**src/hw/cvdsq_defs.vh**
```
`ifndef CVDSQ_DEFS_VH
`define CVDSQ_DEFS_VH

`define CVDSQ_NUM_DESC 4
`define CVDSQ_FIFO_DEPTH 4
`define CVDSQ_SAMPLE_W 10
`define CVDSQ_ACC_W 18

// register map: descriptor word offsets (paddr[3:2]), then byte addresses
`define CVDSQ_OFF_C1 2'h0
`define CVDSQ_OFF_C2 2'h1
`define CVDSQ_OFF_C3 2'h2
`define CVDSQ_OFF_T2 2'h3
`define CVDSQ_ADDR_CTRL 8'h40
`define CVDSQ_ADDR_STAT 8'h44
`define CVDSQ_ADDR_RPOS 8'h48
`define CVDSQ_ADDR_RNEG 8'h4C
`define CVDSQ_ADDR_RDESC 8'h50

`define CVDSQ_RST_DESC 32'h00000000
`define CVDSQ_MASK_C3 32'hCF0F7F7F
`define CVDSQ_MASK_T2 32'h7F7F7F7F

// descriptor fields
`define CVDSQ_F_TH 31:8
`define CVDSQ_F_OVS 7:0
`define CVDSQ_F_TXLAST 29:24
`define CVDSQ_F_TXFIRST 21:16
`define CVDSQ_F_RXLAST 13:8
`define CVDSQ_F_RXFIRST 5:0
`define CVDSQ_F_RUN 31:30
`define CVDSQ_B_BUF 27
`define CVDSQ_B_IRQEN 26
`define CVDSQ_B_SELF 25
`define CVDSQ_B_MUT 24
`define CVDSQ_B_DIVEN 19
`define CVDSQ_F_CAP 18:16
`define CVDSQ_F_SETTLE 14:8
`define CVDSQ_F_CHARGE 6:0
`define CVDSQ_F_POLW 30:24
`define CVDSQ_F_RESW 22:16
`define CVDSQ_F_CHNW 14:8
`define CVDSQ_F_CONVW 6:0

`define CVDSQ_RUN_OFF 2'b00
`define CVDSQ_RUN_ONCE 2'b01
`define CVDSQ_RUN_KEEP 2'b10
`define CVDSQ_RUN_LOOP 2'b11

// control and status bits
`define CVDSQ_B_GO 0
`define CVDSQ_B_STALL 1
`define CVDSQ_B_BUSY 0
`define CVDSQ_B_EMPTY 1
`define CVDSQ_B_FULL 2
`define CVDSQ_B_OVF 3
`define CVDSQ_B_MISS 4

`endif

```
**src/hw/cvdsq_top.v**
```verilog
`timescale 1ns/100ps
`include "cvdsq_defs.vh"

module cvdsq_top (
  input wire pclk,
  input wire presetn,
  input wire psel,
  input wire penable,
  input wire pwrite,
  input wire [7:0] paddr,
  input wire [31:0] pwdata,
  output reg [31:0] prdata,
  output wire pready,
  output wire pslverr,
  input wire conv_done,
  input wire [`CVDSQ_SAMPLE_W-1:0] conv_data,
  output reg conv_start,
  output wire [5:0] tx_index,
  output wire [3:0] tx_step,
  output wire tx_drive,
  output wire [5:0] rx_index,
  output wire [3:0] rx_step,
  output wire rx_drive,
  output wire charge_phase,
  output wire polarity,
  output wire buffer_to_converter,
  output wire divider_enable,
  output wire [2:0] divider_cap_select,
  output reg match_irq,
  output wire scan_busy
);

  localparam [3:0] ST_IDLE = 4'h0;
  localparam [3:0] ST_PICK = 4'h1;
  localparam [3:0] ST_CHARGE = 4'h2;
  localparam [3:0] ST_SETTLE = 4'h3;
  localparam [3:0] ST_CONVERT = 4'h4;
  localparam [3:0] ST_POLAR = 4'h5;
  localparam [3:0] ST_RESAMP = 4'h6;
  localparam [3:0] ST_CMP = 4'h7;
  localparam [3:0] ST_CHAN = 4'h8;
  localparam [3:0] ST_NEXTD = 4'h9;

  function is_desc;
    input [7:0] a;
    begin
      is_desc = (a[7:6] == 2'b00) && (a[1:0] == 2'b00);
    end
  endfunction

  function [31:0] pick32;
    input [127:0] v;
    input [1:0] i;
    begin
      pick32 = v[i*32 +: 32];
    end
  endfunction

  ////////////////////////////////////////////////////////////////////////////////
  // apb decode

  wire wr_en = psel & penable & pwrite;
  wire rd_access = psel & penable & ~pwrite;
  wire mapped = is_desc(paddr) || (paddr == `CVDSQ_ADDR_CTRL) ||
    (paddr == `CVDSQ_ADDR_STAT) || (paddr == `CVDSQ_ADDR_RPOS) ||
    (paddr == `CVDSQ_ADDR_RNEG) || (paddr == `CVDSQ_ADDR_RDESC);

  assign pready = 1'b1;
  assign pslverr = psel & penable & ~mapped;

  wire ctrl_wr = wr_en && (paddr == `CVDSQ_ADDR_CTRL);
  wire stat_wr = wr_en && (paddr == `CVDSQ_ADDR_STAT);
  wire go = ctrl_wr && pwdata[`CVDSQ_B_GO];

  reg [3:0] state_q;
  reg [1:0] cur_q;
  reg run_clr_q;

  ////////////////////////////////////////////////////////////////////////////////
  // descriptor registers

  wire [127:0] c1_w;
  wire [127:0] c2_w;
  wire [127:0] c3_w;
  wire [127:0] t2_w;

  genvar g;
  generate
    for (g = 0; g < `CVDSQ_NUM_DESC; g = g + 1)
    begin : gen_desc
      reg [31:0] c1_q;
      reg [31:0] c2_q;
      reg [31:0] c3_q;
      reg [31:0] t2_q;
      wire hit = wr_en && is_desc(paddr) && (paddr[5:4] == g);
      assign c1_w[g*32 +: 32] = c1_q;
      assign c2_w[g*32 +: 32] = c2_q;
      assign c3_w[g*32 +: 32] = c3_q;
      assign t2_w[g*32 +: 32] = t2_q;
      always @(posedge pclk or negedge presetn)
      begin
        if (!presetn)
        begin
          c1_q <= `CVDSQ_RST_DESC;
          c2_q <= `CVDSQ_RST_DESC;
          c3_q <= `CVDSQ_RST_DESC;
          t2_q <= `CVDSQ_RST_DESC;
        end
        else
        begin
          if (hit && paddr[3:2] == `CVDSQ_OFF_C1)
            c1_q <= pwdata;
          if (hit && paddr[3:2] == `CVDSQ_OFF_C2)
            c2_q <= pwdata;
          if (hit && paddr[3:2] == `CVDSQ_OFF_T2)
            t2_q <= pwdata & `CVDSQ_MASK_T2;
          // a software write in the same cycle wins over the hardware clear
          if (hit && paddr[3:2] == `CVDSQ_OFF_C3)
            c3_q <= pwdata & `CVDSQ_MASK_C3;
          else if (run_clr_q && cur_q == g)
            c3_q[`CVDSQ_F_RUN] <= `CVDSQ_RUN_OFF;
        end
      end
    end
  endgenerate

  wire [31:0] d1 = pick32(c1_w, cur_q);
  wire [31:0] d2 = pick32(c2_w, cur_q);
  wire [31:0] d3 = pick32(c3_w, cur_q);
  wire [31:0] d4 = pick32(t2_w, cur_q);

  ////////////////////////////////////////////////////////////////////////////////
  // results fifo

  reg [`CVDSQ_ACC_W-1:0] fpos_q [0:`CVDSQ_FIFO_DEPTH-1];
  reg [`CVDSQ_ACC_W-1:0] fneg_q [0:`CVDSQ_FIFO_DEPTH-1];
  reg [31:0] fdesc_q [0:`CVDSQ_FIFO_DEPTH-1];
  reg [2:0] wp_q;
  reg [2:0] rp_q;
  wire [2:0] fcount = wp_q - rp_q;
  wire fempty = (wp_q == rp_q);
  wire ffull = (fcount == 3'd4);
  wire pop = rd_access && (paddr == `CVDSQ_ADDR_RDESC) && !fempty;

  always @(posedge pclk or negedge presetn)
  begin
    if (!presetn)
      rp_q <= 3'd0;
    else if (pop)
      rp_q <= rp_q + 3'd1;
  end

  ////////////////////////////////////////////////////////////////////////////////
  // control and sticky status

  reg stall_q;
  reg ovf_q;
  reg miss_q;
  reg [3:0] match_q;
  reg [3:0] done_q;
  reg ovf_p_q;
  reg miss_p_q;
  reg hit_p_q;

  always @(posedge pclk or negedge presetn)
  begin
    if (!presetn)
    begin
      stall_q <= 1'b0;
      ovf_q <= 1'b0;
      miss_q <= 1'b0;
      match_q <= 4'h0;
    end
    else
    begin
      if (ctrl_wr)
        stall_q <= pwdata[`CVDSQ_B_STALL];
      // set beats write-one-to-clear in the same cycle
      ovf_q <= (ovf_q & ~(stat_wr & pwdata[`CVDSQ_B_OVF])) | ovf_p_q;
      miss_q <= (miss_q & ~(stat_wr & pwdata[`CVDSQ_B_MISS])) | miss_p_q;
      match_q <= (match_q & ~({4{stat_wr}} & pwdata[15:12])) |
        ({4{hit_p_q}} & (4'h1 << cur_q));
    end
  end

  ////////////////////////////////////////////////////////////////////////////////
  // read data, captured in the setup phase

  always @(posedge pclk or negedge presetn)
  begin
    if (!presetn)
      prdata <= 32'h00000000;
    else if (psel && !penable)
    begin
      prdata <= 32'h00000000;
      if (is_desc(paddr))
      begin
        case (paddr[3:2])
          `CVDSQ_OFF_C1: prdata <= pick32(c1_w, paddr[5:4]);
          `CVDSQ_OFF_C2: prdata <= pick32(c2_w, paddr[5:4]);
          `CVDSQ_OFF_C3: prdata <= pick32(c3_w, paddr[5:4]);
          default: prdata <= pick32(t2_w, paddr[5:4]);
        endcase
      end
      else if (paddr == `CVDSQ_ADDR_CTRL)
        prdata <= {30'h0, stall_q, 1'b0};
      else if (paddr == `CVDSQ_ADDR_STAT)
        prdata <= {14'h0, cur_q, match_q, done_q, fcount, miss_q, ovf_q,
          ffull, fempty, scan_busy};
      else if (paddr == `CVDSQ_ADDR_RPOS && !fempty)
        prdata <= {14'h0, fpos_q[rp_q[1:0]]};
      else if (paddr == `CVDSQ_ADDR_RNEG && !fempty)
        prdata <= {14'h0, fneg_q[rp_q[1:0]]};
      else if (paddr == `CVDSQ_ADDR_RDESC && !fempty)
        prdata <= fdesc_q[rp_q[1:0]];
    end
  end

  ////////////////////////////////////////////////////////////////////////////////
  // scan sequencer

  reg [6:0] tmr_q;
  reg [7:0] smp_q;
  reg pol_q;
  reg got_q;
  reg matched_q;
  reg [5:0] tx_q;
  reg [5:0] rx_q;
  reg [`CVDSQ_ACC_W-1:0] acc_pos_q;
  reg [`CVDSQ_ACC_W-1:0] acc_neg_q;

  wire [6:0] tx_next = {1'b0, tx_q} + {3'b000, d2[31:30], d2[23:22]} + 7'd1;
  wire [6:0] rx_next = {1'b0, rx_q} + {3'b000, d2[15:14], d2[7:6]} + 7'd1;
  wire [`CVDSQ_ACC_W-1:0] delta = acc_pos_q - acc_neg_q;
  wire [`CVDSQ_ACC_W-1:0] mag = delta[`CVDSQ_ACC_W-1] ? (~delta + 1'b1) : delta;
  wire hit_now = {6'h00, mag} >= d1[`CVDSQ_F_TH];
  wire [1:0] run_mode = d3[`CVDSQ_F_RUN];

  // every dwell timer is loaded with its field and leaves on zero
  task pair_start;
    begin
      pol_q <= 1'b0;
      smp_q <= 8'h00;
      acc_pos_q <= {`CVDSQ_ACC_W{1'b0}};
      acc_neg_q <= {`CVDSQ_ACC_W{1'b0}};
      tmr_q <= d3[`CVDSQ_F_CHARGE];
      state_q <= ST_CHARGE;
    end
  endtask

  always @(posedge pclk or negedge presetn)
  begin
    if (!presetn)
    begin
      state_q <= ST_IDLE;
      cur_q <= 2'd0;
      run_clr_q <= 1'b0;
      tmr_q <= 7'd0;
      smp_q <= 8'h00;
      pol_q <= 1'b0;
      got_q <= 1'b0;
      matched_q <= 1'b0;
      tx_q <= 6'd0;
      rx_q <= 6'd0;
      acc_pos_q <= {`CVDSQ_ACC_W{1'b0}};
      acc_neg_q <= {`CVDSQ_ACC_W{1'b0}};
      wp_q <= 3'd0;
      done_q <= 4'h0;
      conv_start <= 1'b0;
      match_irq <= 1'b0;
      ovf_p_q <= 1'b0;
      miss_p_q <= 1'b0;
      hit_p_q <= 1'b0;
    end
    else
    begin
      run_clr_q <= 1'b0;
      conv_start <= 1'b0;
      match_irq <= 1'b0;
      ovf_p_q <= 1'b0;
      miss_p_q <= 1'b0;
      hit_p_q <= 1'b0;
      if (tmr_q != 7'd0)
        tmr_q <= tmr_q - 7'd1;
      case (state_q)
        ST_IDLE:
        begin
          if (go)
          begin
            cur_q <= 2'd0;
            done_q <= 4'h0;
            state_q <= ST_PICK;
          end
        end
        ST_PICK:
        begin
          if (run_mode != `CVDSQ_RUN_OFF)
          begin
            tx_q <= d2[`CVDSQ_F_TXFIRST];
            rx_q <= d2[`CVDSQ_F_RXFIRST];
            matched_q <= 1'b0;
            pair_start;
          end
          else
            state_q <= ST_NEXTD;
        end
        ST_CHARGE:
          if (tmr_q == 7'd0)
          begin
            tmr_q <= d3[`CVDSQ_F_SETTLE];
            state_q <= ST_SETTLE;
          end
        ST_SETTLE:
          if (tmr_q == 7'd0)
          begin
            tmr_q <= d4[`CVDSQ_F_CONVW];
            got_q <= 1'b0;
            conv_start <= 1'b1;
            state_q <= ST_CONVERT;
          end
        ST_CONVERT:
        begin
          // a late end of conversion is lost and flagged
          if (conv_done && !got_q)
          begin
            got_q <= 1'b1;
            if (pol_q)
              acc_neg_q <= acc_neg_q + {8'h00, conv_data};
            else
              acc_pos_q <= acc_pos_q + {8'h00, conv_data};
          end
          if (tmr_q == 7'd0)
          begin
            miss_p_q <= ~got_q & ~conv_done;
            if (smp_q != d1[`CVDSQ_F_OVS])
            begin
              smp_q <= smp_q + 8'h01;
              tmr_q <= d4[`CVDSQ_F_RESW];
              state_q <= ST_RESAMP;
            end
            else if (!pol_q)
            begin
              pol_q <= 1'b1;
              smp_q <= 8'h00;
              tmr_q <= d4[`CVDSQ_F_POLW];
              state_q <= ST_POLAR;
            end
            else
              state_q <= ST_CMP;
          end
        end
        ST_POLAR, ST_RESAMP:
          if (tmr_q == 7'd0)
          begin
            tmr_q <= d3[`CVDSQ_F_CHARGE];
            state_q <= ST_CHARGE;
          end
        ST_CMP:
        begin
          if (hit_now)
          begin
            matched_q <= 1'b1;
            hit_p_q <= 1'b1;
            match_irq <= d3[`CVDSQ_B_IRQEN];
          end
          // all results queue when stall is clear, else only matches
          if (hit_now || !stall_q)
          begin
            if (ffull)
              ovf_p_q <= 1'b1;
            else
            begin
              fpos_q[wp_q[1:0]] <= acc_pos_q;
              fneg_q[wp_q[1:0]] <= acc_neg_q;
              fdesc_q[wp_q[1:0]] <= {tx_q[4:0], 1'b0, cur_q, rx_q[4:0], 1'b0,
                delta};
              wp_q <= wp_q + 3'd1;
            end
          end
          tmr_q <= d4[`CVDSQ_F_CHNW];
          state_q <= ST_CHAN;
        end
        ST_CHAN:
          if (tmr_q == 7'd0)
          begin
            // a pointer that would pass index 63 also counts as past the end
            if (!rx_next[6] && rx_q < d2[`CVDSQ_F_RXLAST])
            begin
              rx_q <= rx_next[5:0];
              pair_start;
            end
            else if (!tx_next[6] && tx_q < d2[`CVDSQ_F_TXLAST])
            begin
              tx_q <= tx_next[5:0];
              rx_q <= d2[`CVDSQ_F_RXFIRST];
              pair_start;
            end
            else
            begin
              done_q[cur_q] <= 1'b1;
              if (run_mode == `CVDSQ_RUN_ONCE)
              begin
                run_clr_q <= 1'b1;
                state_q <= ST_NEXTD;
              end
              else if (run_mode == `CVDSQ_RUN_LOOP)
              begin
                run_clr_q <= matched_q | hit_p_q;
                state_q <= (matched_q | hit_p_q) ? ST_NEXTD : ST_PICK;
              end
              else
                state_q <= ST_NEXTD;
            end
          end
        ST_NEXTD:
        begin
          if (cur_q == 2'd3)
            state_q <= ST_IDLE;
          else
          begin
            cur_q <= cur_q + 2'd1;
            state_q <= ST_PICK;
          end
        end
        default:
          state_q <= ST_IDLE;
      endcase
    end
  end

  ////////////////////////////////////////////////////////////////////////////////
  // electrode and converter steering

  wire measuring = (state_q != ST_IDLE) && (state_q != ST_PICK) &&
    (state_q != ST_NEXTD);
  wire divider_on = measuring & d3[`CVDSQ_B_DIVEN];

  assign scan_busy = (state_q != ST_IDLE);
  assign charge_phase = (state_q == ST_CHARGE) & divider_on;
  assign polarity = pol_q;
  assign tx_index = tx_q;
  assign rx_index = rx_q;
  assign tx_step = {d2[31:30], d2[23:22]};
  assign rx_step = {d2[15:14], d2[7:6]};
  assign tx_drive = charge_phase & d3[`CVDSQ_B_MUT];
  assign rx_drive = charge_phase & d3[`CVDSQ_B_SELF];
  assign buffer_to_converter = divider_on & d3[`CVDSQ_B_BUF];
  assign divider_enable = divider_on;
  assign divider_cap_select = divider_on ? d3[`CVDSQ_F_CAP] : 3'b000;

endmodule

```
**config.mk**
```make
export PLATFORM = sky130hd
export DESIGN_NAME = cvdsq_top
export DESIGN_NICKNAME = d
export VERILOG_FILES = /design/src/hw/cvdsq_top.v
export VERILOG_INCLUDE_DIRS = /design/src /design/src/hw
export SDC_FILE = /design/constraint.sdc
export NUM_CORES = 2
export LEC_CHECK = 0
export ABC_CLOCK_PERIOD_IN_PS = 5600
export BUFFER_PORTS_ARGS = -buffer_cell sky130_fd_sc_hd__clkbuf_2
export CAP_MARGIN = 0
export CORE_MARGIN = 2
export CORE_UTILIZATION = 35
export DETAILED_ROUTE_END_ITERATION = 6
export PLACE_DENSITY = 0.53
export SYNTH_ARGS = -nofsm -noshare
export SYNTH_HDL_FRONTEND = slang
export SYNTH_SLANG_ARGS = --single-unit
```
**constraint.sdc**
```tcl
create_clock -name pclk -period 5.6 [get_ports pclk]
set_input_delay 1.12 -clock pclk [delete_from_list [all_inputs] [get_ports pclk]]
set_output_delay 1.12 -clock pclk [all_outputs]
set_load 0.005 [all_outputs]
```
; ---- Word level (Yosys, flattened, before mapping)
; Memory sizes are Yosys's and may differ from the RTL's.
; Cells that the tools add are included.
[totals]
mem_bits_rw = 264
inputBits = 56
register_bits = 591
wordCells = 358
mem_count = 3
out_inout_bits = 66
[classes]
n_mux = 116
bitwise = 31
add_sub_neg = 14
shifts = 9
n_lt_le_gt_ge = 5
n_reduce_logical = 87
eq_ne = 48
[mem_list]
columns = name, words, width, read_ports, rd_ports_with_merged_regs, wr, line
row1 = fdesc_q, 4, 30, 1, 0, 1, cvdsq_top.v:137  ; reg [31:0] fdesc_q [0:`CVDSQ_FIFO_DEPTH-1];
row2 = fneg_q, 4, 18, 1, 0, 1, cvdsq_top.v:136  ; reg [`CVDSQ_ACC_W-1:0] fneg_q [0:`CVDSQ_FIFO_DEPTH-1];
row3 = fpos_q, 4, 18, 1, 0, 1, cvdsq_top.v:135  ; reg [`CVDSQ_ACC_W-1:0] fpos_q [0:`CVDSQ_FIFO_DEPTH-1];
[ops]
columns = op, count
row1 = variable part select 128 x 8 -> 32 bit, 7
row2 = two-way mux 32 bit, 6
row3 = two-way mux 18 bit, 9
row4 = variable part select 128 x 8 -> 31 bit, 1
row5 = case mux 18 bit (3 select lines), 2
row6 = case mux 32 bit (3 select lines), 1
row7 = two-way mux 7 bit, 11
row8 = two-way mux 4 bit, 16
row9 = two-way mux 8 bit, 7
row10 = case mux 7 bit (7 select lines), 1
row11 = two-way mux 6 bit, 8
row12 = logical AND 1 bit, 42
row13 = equality test 8 x 7 -> 1 bit (second input constant), 5
row14 = adder 18 x 10 -> 18 bit, 2
row15 = case mux 4 bit (9 select lines), 1
row16 = two-way mux 1 bit, 32
row17 = != test 2 bit (second input constant), 16
row18 = AND reduction 6 bit, 5
row19 = >= comparator 18 x 24 -> 1 bit, 1
row20 = two-way mux 2 bit, 12
row21 = case mux 6 bit (2 select lines), 2
row22 = case mux 8 bit (3 select lines), 1
row23 = nonzero test 2 bit, 10
row24 = adder 18 x 1 -> 18 bit (second input constant), 1
row25 = 49 further kinds, 111

; ---- Longest topological paths before layout
[logic_depth]
ltp_word = 10
depth_mapped = 22

; ---- Least setup slack after synthesis
; OpenSTA, ideal clock, no wires.
[synth_timing]
kind = register -> register
from = register acc_pos_q[0]
to = memory fdesc_q[0][0] (netlist name) (enable)
slack_ps = -651
period_less_slack_ps = 6251
arrival_ps = 5820
path_stages_with_launch = 18
required_ps = 5168
cell_sequence = dfrtp_1 inv_1 ha_1 fa_1 nor2b_1 o22ai_1 xnor2_1 a2111oi_4 nand4_1 or4_4 o31ai_2 xnor2_1 ha_1 nand4_1 a2111oi_0 a21oi_1 nor3b_2 and3_1
[synth_between]
elab_chain_cells = 10
[synth_rtl]
columns = item, line
row1 = from (decl), cvdsq_top.v:229  ; reg [`CVDSQ_ACC_W-1:0] acc_pos_q;
row2 = from (signal assigned), cvdsq_top.v:265  ; acc_pos_q <= {`CVDSQ_ACC_W{1'b0}};
row3 = from (signal assigned), cvdsq_top.v:330  ; acc_pos_q <= acc_pos_q + {8'h00, conv_data};
row4 = subtractor 18 bit *, cvdsq_top.v:234  ; wire [`CVDSQ_ACC_W-1:0] delta = acc_pos_q - acc_neg_q;
row5 = named net delta[4], cvdsq_top.v:234
row6 = NOT 18 bit, cvdsq_top.v:235  ; wire [`CVDSQ_ACC_W-1:0] mag = delta[`CVDSQ_ACC_W-1] ? (~delta + 1'b1) : delta;
row7 = adder 18 x 1 -> 18 bit, cvdsq_top.v:235
row8 = two-way mux 18 bit *, cvdsq_top.v:235
row9 = >= comparator 18 x 24 -> 1 bit *, cvdsq_top.v:236  ; wire hit_now = {6'h00, mag} >= d1[`CVDSQ_F_TH];
row10 = logical OR 1 bit *, cvdsq_top.v:367  ; if (hit_now || !stall_q)
row11 = two-way mux 1 bit *, cvdsq_top.v:367
row12 = two-way mux 1 bit *, cvdsq_top.v:285  ; case (state_q)
row13 = logical AND 1 bit (implied by the code) *, cvdsq_top.v:375  ; fdesc_q[wp_q[1:0]] <= {tx_q[4:0], 1'b0, cur_q, rx_q[4:0], 1'b0,
row14 = two-way mux 1 bit (implied by the code) *, cvdsq_top.v:375
row15 = to (decl), cvdsq_top.v:137
; Mark *: on every way through the listed nets, which the timed path passes. The rest lies on a longest branch.

; ---- Final worst setup path
[layout_timing]
from = register acc_neg_q[0]
to = memory fpos_q[1][15] (netlist name) (enable)
[layout_between]
elab_chain_cells = 10
[layout_rtl]
columns = item, line
row1 = from (decl), cvdsq_top.v:230  ; reg [`CVDSQ_ACC_W-1:0] acc_neg_q;
row2 = from (signal assigned), cvdsq_top.v:266  ; acc_neg_q <= {`CVDSQ_ACC_W{1'b0}};
row3 = from (signal assigned), cvdsq_top.v:328  ; acc_neg_q <= acc_neg_q + {8'h00, conv_data};
row4 = subtractor 18 bit *, cvdsq_top.v:234
row5 = NOT 18 bit, cvdsq_top.v:235
row6 = adder 18 x 1 -> 18 bit, cvdsq_top.v:235
row7 = two-way mux 18 bit *, cvdsq_top.v:235
row8 = >= comparator 18 x 24 -> 1 bit *, cvdsq_top.v:236
row9 = logical OR 1 bit *, cvdsq_top.v:367
row10 = two-way mux 1 bit *, cvdsq_top.v:367
row11 = two-way mux 1 bit *, cvdsq_top.v:285
row12 = logical AND 1 bit (implied by the code) *, cvdsq_top.v:373  ; fpos_q[wp_q[1:0]] <= acc_pos_q;
row13 = two-way mux 1 bit (implied by the code) *, cvdsq_top.v:373
row14 = to (decl), cvdsq_top.v:135
; Every way passes the cells marked *; elsewhere a longest branch is shown, timed or not.

==> impl_metrics.json <==
{
  "syn2layout_area_growth_pct": 14.9,
  "seqPwrFrac": 0.369,
  "combPwrFrac": 0.300,
  "final-setup-viol-count": 0,
  "critical-path-top-delay-family": "simple AND/OR/NAND/NOR gates",
  "dieArea_mm2": 0.127,
  "violations": "design-rule violations",
  "multi_input_area_mm2": 0.0196,
  "cp-startpoint": "acc_neg_q[0]$_DFFE_PN0P_",
  "synth_ff_type": "dfrtp_1",
  "rsz0062_at_grt": "no",
  "root_buffer": "clkbuf_16",
  "worst_pin_slew_ns": 1.13,
  "gp_congestion": 0.860,
  "endpoint_kind": "register",
  "fin_crit_sh": 0.961,
  "required_ns": 5.99,
  "final-max-slew-violation-count": 0,
  "viasPerCell": 5.70,
  "seq_area_frac_synth": 0.524,
  "fillCellCount": 11578,
  "path_buf_inv": 2,
  "hpwlAfterDp_um": 97400,
  "first_iter_violations": 2732,
  "setup.worst_path.class": "reg -> reg",
  "finalCriticalPeriod_ns": 5.38,
  "async_flop_share": 0.691,
  "reg2reg_to": "fpos_q[1][15]$_DFFE_PP_",
  "critPathMaxStageDelay_ns": 0.49,
  "seq_area_mm2": 0.0227,
  "r2r_cells": 18,
  "pwr-share-clk": 0.331,
  "clkTransAtPathRegs_ns": 0.06,
  "synth_cells": 3077,
  "cap_viol_max_count": 0,
  "slew-limit-headroom": 0.244,
  "syn_area_mm2": 0.0433,
  "layout-drive-gt1-share": 0.371,
  "grt_pass1_wl_um": 207000,
  "synth_nets": 3226,
  "die_h_um": 356,
  "synth.most_common_cell": "dfrtp_1",
  "ios": 122,
  "synth.avg_cell_area_um2": 14.1,
  "cts_inserted_buffers": 98,
  "coreArea_mm2": 0.123,
  "firstDrtPassIters": 7,
  "fp.dieW_um": 356,
  "drc": 2,
  "grt_max_degree": 145,
  "start_kind": "register",
  "arrival_ns": 5.77,
  "numClockSinks": 855,
  "critPathMaxFanout": 13,
  "rows": 129,
  "io_buffers": 120,
  "final_cells": 4945,
  "synth-seq-cells": 855,
  "antenna_found_initial": 18,
  "p_int_mw": 13.0,
  "fin_skew_ns": 0.0448,
  "yosys.area.top_type": "dfrtp_1",
  "powerDensity_mw_per_mm2": 389,
  "crit_slowest_cell": "or4_4",
  "place_inst": 4758,
  "post_drt_wl_per_cell_um": 28.7,
  "switching_power_mw": 6.42,
  "cts_tree": "done",
  "wirelength_um": 142000,
  "synth_cell_types": 88,
  "synth.area.top_cells": "dfrtp_1, edfxtp_1, mux4_2",
  "final_hold_viol_count": 0,
  "num_vias": 28209,
  "r2r_start": "acc_neg_q[0]$_DFFE_PN0P_",
  "yosysWarnings": 0,
  "peakVddDrop_mv": 0.356,
  "crit_chain": "ha_1, fa_1, nor2b_2, o21bai_1, a21o_1, a2111oi_4, nand4_1, or4_4, o31ai_2, xnor2_1, ha_1, nand4_1, a2111oi_4, a21oi_1, nor3b_2, buf_4, and3_4, clkbuf_16",
  "final_nets": 3373,
  "start_util": 0.351,
  "clock_path_buffers": 3,
  "synth_common_cells": "dfrtp_1, mux2_2, mux4_2",
  "overflow": 0,
  "first_global_vias": 28170,
  "clock.fmax_mhz": 186,
  "sw_frac_of_total": 0.331,
  "antenna_left": 0,
  "cts_hold_buf": 0,
  "worstHoldPathType": "in -> async",
  "whs_ns": 0.351,
  "synth_edf_count": 264,
  "h-tree-depth": 3,
  "synth_top_cell_area_share": 0.341,
  "track_usage": 0.224,
  "status": "finished, violations left",
  "r2r_slack_ns": 0.22,
  "insertion_delay_ns": 0.72,
  "total_leakage_power_nw": 21.1
}
kinds of logic after synthesis:
| family | Yosys count | synth area share |
|---|---|---|
| buf+inv | 309 | 0.0288 |
| simple gates | 476 | 0.0525 |
| flops | 855 | 0.524 |
| other cells | 1 | 0.0000865 |
| fa+ha+maj | 93 | 0.0279 |
| xor+xnor | 83 | 0.0169 |
| compound gates | 475 | 0.0711 |
| mux | 785 | 0.279 |
per-layer routing:
| metal | GRT usage | part of all wire | wire length [um] |
|---|---|---|---|
| met3 | 0.0348 | 0.054 | 7720 |
| met5 | 0 | 0.00087 | 124 |
| met1 | 0.319 | 0.44 | 62900 |
| met2 | 0.360 | 0.48 | 67600 |
| met4 | 0.0513 | 0.024 | 3360 |
area by class of cell:
type / count / area share
Clock buffer: 139 / 0.0565
Antenna cell: 3 / 0.000151
Sequential cell: 855 / 0.456
Multi-Input combinational cell: 1913 / 0.393
Clock inverter: 42 / 0.00776
Tap cell: 1637 / 0.0411
Inverter: 105 / 0.00796
Timing Repair Buffer: 251 / 0.0373
power groups by stage:
stage	logic (mW)	registers [mW]	clock network (mW)
6_report	5.82	7.15	6.41
5_1_grt	6.43	7.18	6.78
4_1_cts	5.63	7.15	6.51
3_5_place_dp	5.56	7.27	0
3_3_place_gp	5.56	7.27	0
2_1_floorplan	3.90	7.10	0
registers in the layout, indices dropped and copies added, names as in the netlist, 2 cells and up:
name / cells
prdata: 32
wp_q: 3
gen_desc.c2_q: 128
acc_neg_q: 18
rx_index: 6
cur_q: 2
gen_desc.t2_q: 112
fpos_q: 72
acc_pos_q: 18
gen_desc.c3_q: 96
smp_q: 8
fdesc_q: 120
tx_index: 6
done_q: 4
fneg_q: 72
rp_q: 3
tmr_q: 7
match_q: 4
gen_desc.c1_q: 128
state_q: 4
stage by stage:
step                setup TNS [ns]  utilization  worst slack [ns]  total power, mW  area (um^2)
CTS                              0        0.403            0.0118             19.3        49700
finish                           0        0.404             0.220             19.4        49800
detailed placement          -32.07        0.377            -0.159             12.8        46500
floorplan                        0            -            0.0756             11.0        43300
global placement                 0        0.377            0.0103             12.8        46500
global route                     0        0.404            0.0128             20.4        49800
what timing repair did:
| item | CTS | global route |
|---|---|---|
| resized for setup | 1 | 14 |
| endpoints found under the setup margin | 264 | 264 |
| buffers inserted | 1 | 1 |
| cloned | 0 | 1 |
| hold endpoints to repair | 0 | 0 |
| pin swaps | 1 | 7 |
worst reg2reg max path: cells and delay by family, from the launching register on:
family / cells / cell delay [ns]
AOI/OAI and AO/OA: 6 / 1.51
xor gates and xnor gates: 1 / 0.12
adders and majority gates: 3 / 0.97
buffers and inverters: 2 / 0.42
DFF: 1 / 0.45
and+or+nand+nor: 6 / 1.60
how the worst max path moves through the flow:
stage	end	cells after the start
floorplan	fdesc_q[0][0]$_DFFE_PP_	17
global placement	fneg_q[1][9]$_DFFE_PP_	19
detailed placement	fneg_q[1][9]$_DFFE_PP_	19
CTS	fneg_q[1][15]$_DFFE_PP_	18
global route	fpos_q[1][16]$_DFFE_PP_	20
finish	fpos_q[1][15]$_DFFE_PP_	18
cells in the final DEF (no fill, tap or decap), types with 19 or more instances in the layout:
cell,n
a21o_1,28
a21oi_1,105
a221oi_1,22
a22oi_1,48
and3_1,19
buf_4,113
clkbuf_1,20
clkbuf_16,99
clkbuf_2,115
clkbuf_8,21
clkinv_2,20
dfrtp_1,586
edfxtp_1,264
ha_1,87
inv_1,103
mux2_2,469
mux2i_1,26
mux4_2,289
nand2_1,172
nand2b_1,19
nand3_1,28
nor2_1,94
nor3_1,32
o21ai_0,138
o31ai_1,22
xnor2_1,60
xor2_1,22
Note: power is estimated with default switching activity, not from simulation.
